File: config.mk
export PLATFORM = sky130hd
export DESIGN_NAME = osd_osc_switch
export DESIGN_NICKNAME = d
export VERILOG_FILES = /design/src/osd_osc_switch.v
export VERILOG_INCLUDE_DIRS = /design/src /design/src/src
export SDC_FILE = /design/constraint.sdc
export NUM_CORES = 1
export LEC_CHECK = 0
export BUFFER_PORTS_ARGS = -buffer_cell sky130_fd_sc_hd__buf_4
export CAP_MARGIN = 20
export CORE_MARGIN = 4
export CORE_UTILIZATION = 49
export DETAILED_ROUTE_END_ITERATION = 12
export GPL_ROUTABILITY_DRIVEN = 1
export PLACE_DENSITY = 0.76
export SLEW_MARGIN = 20
export SYNTH_ARGS = -nofsm -noshare
export SYNTH_HDL_FRONTEND = slang
export SYNTH_SLANG_ARGS = --single-unit
File: constraint.sdc
create_clock -name clk -period 2.4 [get_ports clk]
set_clock_uncertainty 0.05 [all_clocks]
set_input_delay 0.48 -clock clk [delete_from_list [all_inputs] [get_ports clk]]
set_output_delay 0.48 -clock clk [all_outputs]
set_load 0.1 [all_outputs]
File: src/osd_defines.vh
// Register offsets, field positions, reset values and timing for the oscillator switch block
`ifndef OSD_DEFINES_VH
`define OSD_DEFINES_VH

// Register byte offsets
`define OSD_OSC_CONTROL_REG_OFF   12'h000
`define OSD_CLOCK_DIVIDE_CTRL_OFF 12'h004
`define OSD_FAST_OSC_TUNE_OFF     12'h008
`define OSD_OSC_STATUS_OFF        12'h00c

// Control register fields
`define OSD_CUR_SRC_LSB   12
`define OSD_NEXT_SRC_LSB  8
`define OSD_FREEZE_BIT    7
`define OSD_PLL_LOCK_BIT  5
`define OSD_FAIL_BIT      3
`define OSD_SEC_EN_BIT    1
`define OSD_SWREQ_BIT     0

// Divide register fields
`define OSD_ROI_BIT       15
`define OSD_RATIO_LSB     12
`define OSD_RATIO_EN_BIT  11
`define OSD_POST_LSB      8
`define OSD_USBDIV_LSB    6

// Unlock keys
`define OSD_KEY_HI1       8'h78
`define OSD_KEY_HI2       8'h9a
`define OSD_KEY_LO1       8'h46
`define OSD_KEY_LO2       8'h57

// Source codes
`define OSD_SRC_FRC       3'h0
`define OSD_SRC_FAST_INTERNAL_RC_WITH_PLL    3'h1
`define OSD_SRC_PRI       3'h2
`define OSD_SRC_PRIPLL    3'h3
`define OSD_SRC_SEC       3'h4
`define OSD_SRC_LOW_POWER_INTERNAL_OSC      3'h5
`define OSD_SRC_RSVD      3'h6
`define OSD_SRC_FRCDIV    3'h7

// Reset values
`define OSD_DIV_RESET     16'h0000
`define OSD_TUNE_RESET    6'h00

// Handover count in new-clock cycles
`define OSD_HANDOVER_CYC  4'ha
`endif

File: src/osd_osc_switch.v
// Oscillator switch sequencer, clock dividers and tune register with APB slave
//
// What this block does
// - Interrupt with recover bit clears ratio enable
// - Ratio 1:2^code when enabled, else 1:1
// - Trim response may be nonlinear, non-monotonic
// - Switch among primary, secondary, fast, low-power
// - Primary submode fixed by fuse only
// - Switching enabled only when fuse is zero
// - Disabled: next field ignored, current from fuse
// - Disabled: switch request ignores writes, reads zero
// - High byte keys 78h,9Ah then next write
// - Low byte keys 46h,57h then request write
// - Equal current and next aborts the request
// - Valid switch clears lock and fail flags
// - Start new source, wait timer or lock
// - Count ten new-clock cycles before handover
// - Handover clears request, copies next to current
// - Old source off unless kept by watchdog/enable
// - Sequencer never stalls the core
// - Three-bit source code map
// - Lock bit reflects PLL lock only while a PLL source is selected
// - Freeze bit blocks switches with monitor enabled
//
// Our own choices: register access over APB and the register addresses.
`timescale 1ns/1ps
`default_nettype none
`include "osd_defines.vh"

module osd_osc_switch #(
  parameter TUNE_W = 6
) (
  // Clock and reset
  input  wire        clk,
  input  wire        sys_rst,
  // APB slave
  input  wire        psel,
  input  wire        penable,
  input  wire        pwrite,
  input  wire [11:0] paddr,
  input  wire [31:0] pwdata,
  output reg  [31:0] prdata,
  output reg         pready,
  output reg         pslverr,
  // Configuration fuses
  input  wire        switch_fuse_n,
  input  wire        monitor_fuse_n,
  input  wire [2:0]  initial_source_fuse,
  input  wire [1:0]  primary_submode_fuse,
  input  wire        watchdog_en,
  // Oscillator status and events
  input  wire        irq_event,
  input  wire        new_clk_tick,
  input  wire        osc_startup_done,
  input  wire        pll_locked,
  input  wire        clock_fail_event,
  // Clock control outputs
  output reg  [2:0]  sys_source,
  output reg  [1:0]  primary_submode,
  output reg  [4:0]  osc_run,
  output reg  [7:0]  periph_ratio_div,
  output reg  [8:0]  fast_rc_div,
  output reg  [3:0]  usb_sysclk_div,
  output reg  [TUNE_W-1:0] fast_osc_trim,
  output reg         switch_busy
);

  // ------------------------------------------------------------
  // Sequencer states
  // ------------------------------------------------------------
  localparam ST_IDLE  = 2'd0;
  localparam ST_START = 2'd1;
  localparam ST_COUNT = 2'd2;

  localparam LK_NONE = 2'd0;
  localparam LK_ONE  = 2'd1;
  localparam LK_OPEN = 2'd2;

  // Oscillator run bits: 0 fast, 1 primary, 2 secondary, 3 low-power, 4 pll
  function [4:0] src_needs;
    input [2:0] s;
    begin
      case (s)
        `OSD_SRC_FRC:    src_needs = 5'h01;
        `OSD_SRC_FRCDIV: src_needs = 5'h01;
        `OSD_SRC_FAST_INTERNAL_RC_WITH_PLL: src_needs = 5'h11;
        `OSD_SRC_PRI:    src_needs = 5'h02;
        `OSD_SRC_PRIPLL: src_needs = 5'h12;
        `OSD_SRC_SEC:    src_needs = 5'h04;
        `OSD_SRC_LOW_POWER_INTERNAL_OSC:   src_needs = 5'h08;
        default:         src_needs = 5'h01;
      endcase
    end
  endfunction

  function src_uses_pll;
    input [2:0] s;
    begin
      src_uses_pll = (s == `OSD_SRC_FAST_INTERNAL_RC_WITH_PLL) || (s == `OSD_SRC_PRIPLL);
    end
  endfunction

  function src_is_xtal;
    input [2:0] s;
    begin
      src_is_xtal = (s == `OSD_SRC_PRI) || (s == `OSD_SRC_PRIPLL) ||
                    (s == `OSD_SRC_SEC);
    end
  endfunction

  // ------------------------------------------------------------
  // State
  // ------------------------------------------------------------
  reg [2:0]  cur_src_q;
  reg [2:0]  next_src_q;
  reg        swreq_q;
  reg        freeze_q;
  reg        fail_q;
  reg        sec_en_q;
  reg        lock_clr_q;
  reg [1:0]  st_q;
  reg [3:0]  cnt_q;
  reg [1:0]  hi_lk_q;
  reg [1:0]  lo_lk_q;
  reg        roi_q;
  reg [2:0]  ratio_q;
  reg        ratio_en_q;
  reg [2:0]  post_q;
  reg [1:0]  usbdiv_q;
  reg [TUNE_W-1:0] tune_q;
  reg        init_q;

  wire sw_en     = ~switch_fuse_n;
  wire mon_en    = ~switch_fuse_n & ~monitor_fuse_n;
  wire frozen    = freeze_q & mon_en;
  wire wr_acc    = psel & penable & pwrite;
  wire hit_ctl   = (paddr == `OSD_OSC_CONTROL_REG_OFF);
  wire hit_div   = (paddr == `OSD_CLOCK_DIVIDE_CTRL_OFF);
  wire hit_tune  = (paddr == `OSD_FAST_OSC_TUNE_OFF);
  wire hit_stat  = (paddr == `OSD_OSC_STATUS_OFF);
  wire mapped    = hit_ctl | hit_div | hit_tune | hit_stat;
  wire ctl_wr    = wr_acc & hit_ctl;
  wire pll_ok    = pll_locked & ~lock_clr_q & src_uses_pll(sys_source);
  wire new_ready = (~src_is_xtal(next_src_q) | osc_startup_done) &
                   (~src_uses_pll(next_src_q) | pll_locked);

  // ------------------------------------------------------------
  // Unlock tracking and control register
  // ------------------------------------------------------------
  always @(posedge clk) begin
    if (sys_rst) begin
      cur_src_q  <= `OSD_SRC_FRCDIV;
      next_src_q <= `OSD_SRC_FRCDIV;
      swreq_q    <= 1'b0;
      freeze_q   <= 1'b0;
      fail_q     <= 1'b0;
      sec_en_q   <= 1'b0;
      lock_clr_q <= 1'b0;
      hi_lk_q    <= LK_NONE;
      lo_lk_q    <= LK_NONE;
      st_q       <= ST_IDLE;
      cnt_q      <= 4'h0;
      init_q     <= 1'b1;
    end else begin
      // Fuse capture after reset release
      if (init_q) begin
        init_q     <= 1'b0;
        cur_src_q  <= initial_source_fuse;
        next_src_q <= initial_source_fuse;
      end
      // Each control register write is one instruction for key sequencing
      if (ctl_wr) begin
        if (pwdata[15:8] == `OSD_KEY_HI1)
          hi_lk_q <= LK_ONE;
        else if (pwdata[15:8] == `OSD_KEY_HI2 && hi_lk_q == LK_ONE)
          hi_lk_q <= LK_OPEN;
        else
          hi_lk_q <= LK_NONE;
        if (pwdata[7:0] == `OSD_KEY_LO1)
          lo_lk_q <= LK_ONE;
        else if (pwdata[7:0] == `OSD_KEY_LO2 && lo_lk_q == LK_ONE)
          lo_lk_q <= LK_OPEN;
        else
          lo_lk_q <= LK_NONE;
        if (hi_lk_q == LK_OPEN && sw_en && !frozen && st_q == ST_IDLE)
          next_src_q <= pwdata[10:8];
        if (lo_lk_q == LK_OPEN) begin
          sec_en_q <= pwdata[`OSD_SEC_EN_BIT];
          if (pwdata[`OSD_FREEZE_BIT])
            freeze_q <= 1'b1;
          if (pwdata[`OSD_FAIL_BIT] == 1'b0)
            fail_q <= 1'b0;
          if (pwdata[`OSD_SWREQ_BIT] && sw_en && !frozen && st_q == ST_IDLE)
            swreq_q <= 1'b1;
        end
      end
      if (!src_uses_pll(sys_source))
        lock_clr_q <= 1'b0;
      // Sequencer runs beside the core, never holds pready
      case (st_q)
        ST_IDLE: begin
          if (swreq_q) begin
            if (next_src_q == cur_src_q) begin
              swreq_q <= 1'b0;
            end else begin
              fail_q     <= 1'b0;
              lock_clr_q <= 1'b1;
              st_q       <= ST_START;
            end
          end
        end
        ST_START: begin
          if (new_ready) begin
            st_q  <= ST_COUNT;
            cnt_q <= 4'h0;
          end
        end
        ST_COUNT: begin
          if (new_clk_tick) begin
            if (cnt_q == `OSD_HANDOVER_CYC - 4'h1) begin
              cur_src_q  <= next_src_q;
              swreq_q    <= 1'b0;
              lock_clr_q <= 1'b0;
              st_q       <= ST_IDLE;
            end else begin
              cnt_q <= cnt_q + 4'h1;
            end
          end
        end
        default: st_q <= ST_IDLE;
      endcase
      // Fail event beats same-cycle clears
      if (clock_fail_event && mon_en)
        fail_q <= 1'b1;
      if (!sw_en)
        swreq_q <= 1'b0;
    end
  end

  // ------------------------------------------------------------
  // Divide and tune registers
  // ------------------------------------------------------------
  always @(posedge clk) begin
    if (sys_rst) begin
      roi_q      <= 1'b0;
      ratio_q    <= 3'h0;
      ratio_en_q <= 1'b0;
      post_q     <= 3'h0;
      usbdiv_q   <= 2'h0;
      tune_q     <= `OSD_TUNE_RESET;
    end else begin
      if (wr_acc && hit_div) begin
        roi_q      <= pwdata[`OSD_ROI_BIT];
        ratio_q    <= pwdata[`OSD_RATIO_LSB +: 3];
        ratio_en_q <= pwdata[`OSD_RATIO_EN_BIT];
        post_q     <= pwdata[`OSD_POST_LSB +: 3];
        usbdiv_q   <= pwdata[`OSD_USBDIV_LSB +: 2];
      end
      // Interrupt wins over a same-cycle write
      if (irq_event && roi_q)
        ratio_en_q <= 1'b0;
      if (wr_acc && hit_tune)
        tune_q <= pwdata[TUNE_W-1:0];
    end
  end

  // ------------------------------------------------------------
  // Outputs
  // ------------------------------------------------------------
  always @(posedge clk) begin
    if (sys_rst) begin
      sys_source       <= `OSD_SRC_FRCDIV;
      primary_submode  <= 2'h0;
      osc_run          <= 5'h01;
      periph_ratio_div <= 8'h01;
      fast_rc_div      <= 9'h001;
      usb_sysclk_div   <= 4'h1;
      fast_osc_trim    <= `OSD_TUNE_RESET;
      switch_busy      <= 1'b0;
    end else begin
      sys_source      <= cur_src_q;
      primary_submode <= primary_submode_fuse;
      // Keep the new source running while switching, old one drops after
      osc_run <= src_needs(cur_src_q) |
                 ((st_q != ST_IDLE) ? src_needs(next_src_q) : 5'h00) |
                 {1'b0, watchdog_en | mon_en, sec_en_q, 2'b00};
      periph_ratio_div <= ratio_en_q ? (8'h01 << ratio_q) : 8'h01;
      fast_rc_div      <= (post_q == 3'h7) ? 9'h100 : (9'h001 << post_q);
      usb_sysclk_div   <= 4'h1 << usbdiv_q;
      // Trim passed through unchanged; response is analog's concern
      fast_osc_trim    <= tune_q;
      switch_busy      <= (st_q != ST_IDLE);
    end
  end

  // ------------------------------------------------------------
  // APB slave: one wait-free access phase
  // ------------------------------------------------------------
  always @(posedge clk) begin
    if (sys_rst) begin
      prdata  <= 32'h0;
      pready  <= 1'b0;
      pslverr <= 1'b0;
    end else begin
      pready  <= psel & ~penable;
      pslverr <= psel & ~penable & ~mapped;
      prdata  <= 32'h0;
      if (psel && !penable) begin
        if (hit_ctl)
          prdata <= {17'h0, cur_src_q, 1'b0, next_src_q, freeze_q, 1'b0,
                     pll_ok, 1'b0, fail_q, 1'b0, sec_en_q, swreq_q};
        else if (hit_div)
          prdata <= {16'h0, roi_q, ratio_q, ratio_en_q, post_q, usbdiv_q, 6'h0};
        else if (hit_tune)
          prdata <= {{(32-TUNE_W){1'b0}}, tune_q};
        else if (hit_stat)
          prdata <= {26'h0, st_q, hi_lk_q, lo_lk_q};
      end
    end
  end
endmodule
`default_nettype wire

* Word level (Yosys, flattened, before mapping)
Index checks and enable logic that the tools add are counted.
Storage, ports and cells: bits of input ports 62, register bits 110, output and inout bits 72, logic and storage cells 186
Cells by class: muxes and demuxes 53, reduce and logical (&&, ||, !) cells 35, add/subtract/negate cells 1, shifts and indexed selects 3, eq/ne operators 34, bitwise logic cells 27
Operators with widths (count):
- $pmux 5 s5 | 2
- $eq 12x4->1 const B | 2
- $eq 8x7->1 const B | 3
- $mux 3 | 7
- $mux 1 | 20
- $mux 2 | 9
- $mux 16 | 1
- $eq 3x2->1 const B | 5
- $eq 3x3->1 const B | 5
- $mux 15 | 1
- $mux 5 | 3
- $logic_and 1x1->1 | 13
- $eq 12x3->1 const B | 1
- $logic_not 12->1 | 1
- $mux 4 | 3
- $mux 6 | 2
- $ne 2x2->1 const B | 6
- $and 1x1->1 | 10
- $reduce_or 2->1 | 5
- $eq 3x1->1 const B | 3
- $mux 9 | 1
- $not 1->1 | 9
- $shl 1x3->9 const A | 1
- $eq 8x8->1 const B | 1
- other kinds (24) | 39

* Logic depth before layout (Yosys ltp)
depth after elaboration 12, depth in mapped cells 6, depth with buffers taken out 6

* Worst setup path before layout
Ideal clock, no wire load.
path kind in2reg, from input port paddr[1], to register next_src_q[0], stages 4, buffers on the path 0, setup slack 0.494 ns, library setup time 0.136 ns, arrival 1.719 ns, data required time 2.214 ns, path through or4_4 or4_1 nor3_1 o21ai_0
On the way: longest elaborated chain between the ends 3
Ends and longest elaborated chain:
- from (decl) | RTL line osd_osc_switch.v:40 | input wire [11:0] paddr,
- $logic_not 12->1 (no line)
- $and 1x1->1 | RTL line osd_osc_switch.v:142 | wire ctl_wr = wr_acc & hit_ctl;
- $mux 3 | RTL line osd_osc_switch.v:172 | if (ctl_wr) begin
- to (signal assigned) | RTL line osd_osc_switch.v:153 | next_src_q <= `OSD_SRC_FRCDIV;
- to (signal assigned) | RTL line osd_osc_switch.v:169 | next_src_q <= initial_source_fuse;
- to (signal assigned) | RTL line osd_osc_switch.v:186 | next_src_q <= pwdata[10:8];
- to (decl) | RTL line osd_osc_switch.v:115 | reg [2:0] next_src_q;
Every way passes these cells. A chain may end at the register's enable or synchronous reset.

* Final worst setup path
from input port paddr[5], to register tune_q[5]
On the way: longest elaborated chain between the ends 2
Ends and longest elaborated chain:
- $eq 12x4->1 (no line)
- $logic_and 1x1->1 | RTL line osd_osc_switch.v:262 | if (wr_acc && hit_tune)
- to (signal assigned) | RTL line osd_osc_switch.v:250 | tune_q <= `OSD_TUNE_RESET;
- to (signal assigned) | RTL line osd_osc_switch.v:263 | tune_q <= pwdata[TUNE_W-1:0];
- to (decl) | RTL line osd_osc_switch.v:130 | reg [TUNE_W-1:0] tune_q;
Every way passes these cells.

==> impl_metrics.csv <==
group,metric,value,unit
status,status,"complete, no violations",
grt,overflow,0,
cts,clock-root-buffer,"clkbuf_8",
grt,grt_start_max_net_pins,49,
place,port-buffer-count,101,
sta,fmaxAchievable,0.555,GHz
place,pre_cts_slack,0.262,ns
synth,syn_area,3670,sq um
worst_setup_path,critPathCaptureType,"flop",
cts,cts_setup_buffers,0,
layout,final_area,4740,sq um
cts,htree_num_levels,3,
synth,ys_ff_latch,94,
sta,hold_viol,0,
grt,use_met2,32.2,%
floorplan,io_pins,134,
place,dp_hpwl,6450,um
power,ir_drop,0.000362,V
worst_setup_path,slowest_delay,0.43,ns
run,cap_viol_max_count,0,
worst_setup_path,rrSetupSlack,0.68,ns
place,place.gp.congestion,0.893,
synth,synth_edf_count,0,
power,p_leak,2.10,nW
floorplan,die_h,94.5,um
route,drtIter0Drc,168,
grt,antenna_found_initial,0,
synth,synth_cells,375,
sta,setup_viol_count_final,0,
layout,drive_above_1_share,27.4,%
floorplan,die-area,8930,sq um
sta,fin_tns_setup,0,ns
sta,fin_crit_sh,75.1,%
floorplan,die_w,94.5,um
sta,slew_headroom,62.5,%
synth,async_flop_share,0,%
worst_setup_path,critical_path_buf_inv_count,2,
layout,synthToLayoutAreaGrowth,29.4,%
grt,grt-busiest-layer,"met2",
worst_setup_path,crit_slowest_cell,"nor4_4",
route,drtPass1Iterations,4,
grt,grt_use_met3,5.58,%
route,drt_wl_total,8630,um
cts,cts_tree,"done",
worst_setup_path,critical_path.cell_chain,"buf_4 -> nor4_4 -> buf_4 -> nand4_1 -> mux2i_1 -> nor2_1",
power,p_total,3.25,mW
cts,clk_latency,0.35,ns
floorplan,core-area,7250,sq um
sta,fin_ws,0.598,ns
grt,grt_pass1_wl,14000,um
route,routed_via_density,5.23,
grt,grt_pass1_vias,2890,
synth,yosysTopAreaCell,"dfxtp_1",
worst_setup_path,crit_top_cell,"buf_4",
floorplan,rows,31,
place,numPlacedInstances,569,
route,routedWlPerCell,14.8,um
floorplan,start_util,50.6,%
synth,yosysMostFrequentCell,"dfxtp_1",
sta,min_period,1.80,ns
worst_setup_path,required,2.57,ns
worst_setup_path,worstSetupStartpointType,"primary input",
layout,final_net_count,545,
place,place_area,4490,sq um
cts,cts.path.max_buffers,2,
sta,rsz0062_at_grt,"false",
layout,fin_util,65.4,%
worst_setup_path,cp_top_family,"simple AND/OR/NAND/NOR gates",
sta,worst_pin_slew,0.558,ns
sta,holdWs,0.271,ns
layout,diodes,0,
cts,clkSlewWorstSetupHoldPaths,0.09,ns
cts,clkSinkCount,94,
route,vias,3057,
cts,cts_made_buffers,9,
synth,ys_warn_count,0,
synth,synth_area_leaders,"dfxtp_1, mux2i_1, nor2_1",
route,final_antenna_net_count,0,
grt,track_usage,19.9,%
hold_path,hp-class,"in -> reg",
sta,slew_viol_final,0,
synth,synth_cell_types,51,
worst_setup_path,worstPathArrival,1.97,ns
route,drc,0,
layout,fin_cells,585,
synth,ys_top_cells_by_count,"dfxtp_1, nor2_1, mux2i_1, nand2_1, buf_4",
cts,cts_resized,0,
grt,met1_usage,26.1,%
cts,cts_hold_buffers,0,
worst_setup_path,criticalPathCategory,"in -> reg",
synth,ys.flop_type,"dfxtp_1",
power,p_per_area,685,nW/um^2
synth,syn_area_per_cell,9.78,sq um
worst_setup_path,crit_fanout,6,
synth,ys_seq_area_share,51.3,%
synth,synth_top_area_share,51.3,%
[cells in the final DEF (no fill, tap or decap), types with 4 or more instances in the layout]
cell type	n
nor4_1	6
nor2_1	39
nor3b_1	4
a22o_1	6
nand3_1	9
a211oi_1	4
buf_4	109
nand2b_1	10
mux2i_1	24
clkbuf_8	10
o2bb2ai_1	4
inv_1	8
conb_1	17
nand4_1	5
nor3_1	13
and2_1	4
or3_1	4
nor2b_1	12
dfxtp_1	94
or4_1	4
a21oi_1	12
xor2_1	7
nand2_1	20
o21ai_0	16
[logic make-up (layout without fill, tap and decap cells)]
logic type	count (synthesis)	in the layout	share of synthesized area, %
and+or+nand+nor	154	154	24.3
DFF	94	94	51.3
AOI/OAI and AO/OA	53	53	9.35
buffers and inverters	39	134	5.77
muxes	24	24	6.55
xor gates and xnor gates	8	8	1.91
adders and majority gates	2	2	0.682
other	1	17	0.102
[flip-flops by register name, summed over array words and instances (netlist names), 2 cells and up]
register          cells
cnt_q                 4
cur_src_q             3
fast_osc_trim         6
fast_rc_div           9
hi_lk_q               2
lo_lk_q               2
next_src_q            3
osc_run               5
periph_ratio_div      8
post_q                3
prdata               16
primary_submode       2
ratio_q               3
st_q                  2
sys_source            3
tune_q                6
usb_sysclk_div        4
usbdiv_q              2
[layer usage]
metal	routed length (um)	vias to the layer above
li1	-	1506
met1	3850	1414
met2	3990	127
met3	719	10
met4	75	0
met5	0	-
[path summary, 6_finish.rpt]
check,to,cells past startpoint,from
max,tune_q[5],6,paddr[5]
min,swreq_q,2,switch_fuse_n
max reg2reg,next_src_q[2],4,st_q[1]
min reg2reg,periph_ratio_div[0],1,ratio_en_q
[power breakdown]
part | internal, mW | total, mW | switching [mW]
combinational | 0.0961 | 0.373 | 0.277
sequential | 1.58 | 1.60 | 0.0200
clock | 0.730 | 1.28 | 0.551
[area by class of cell]
type | instances | area, sq um
fillers | 641 | 2510
flip-flops and latches | 94 | 1880
multi-input cells | 258 | 1630
repair buffers | 109 | 818
clock buffers | 10 | 138
well taps | 99 | 124
clock inverters | 6 | 115
inverters | 9 | 33.8
Power figures use the tool's default switching activity.
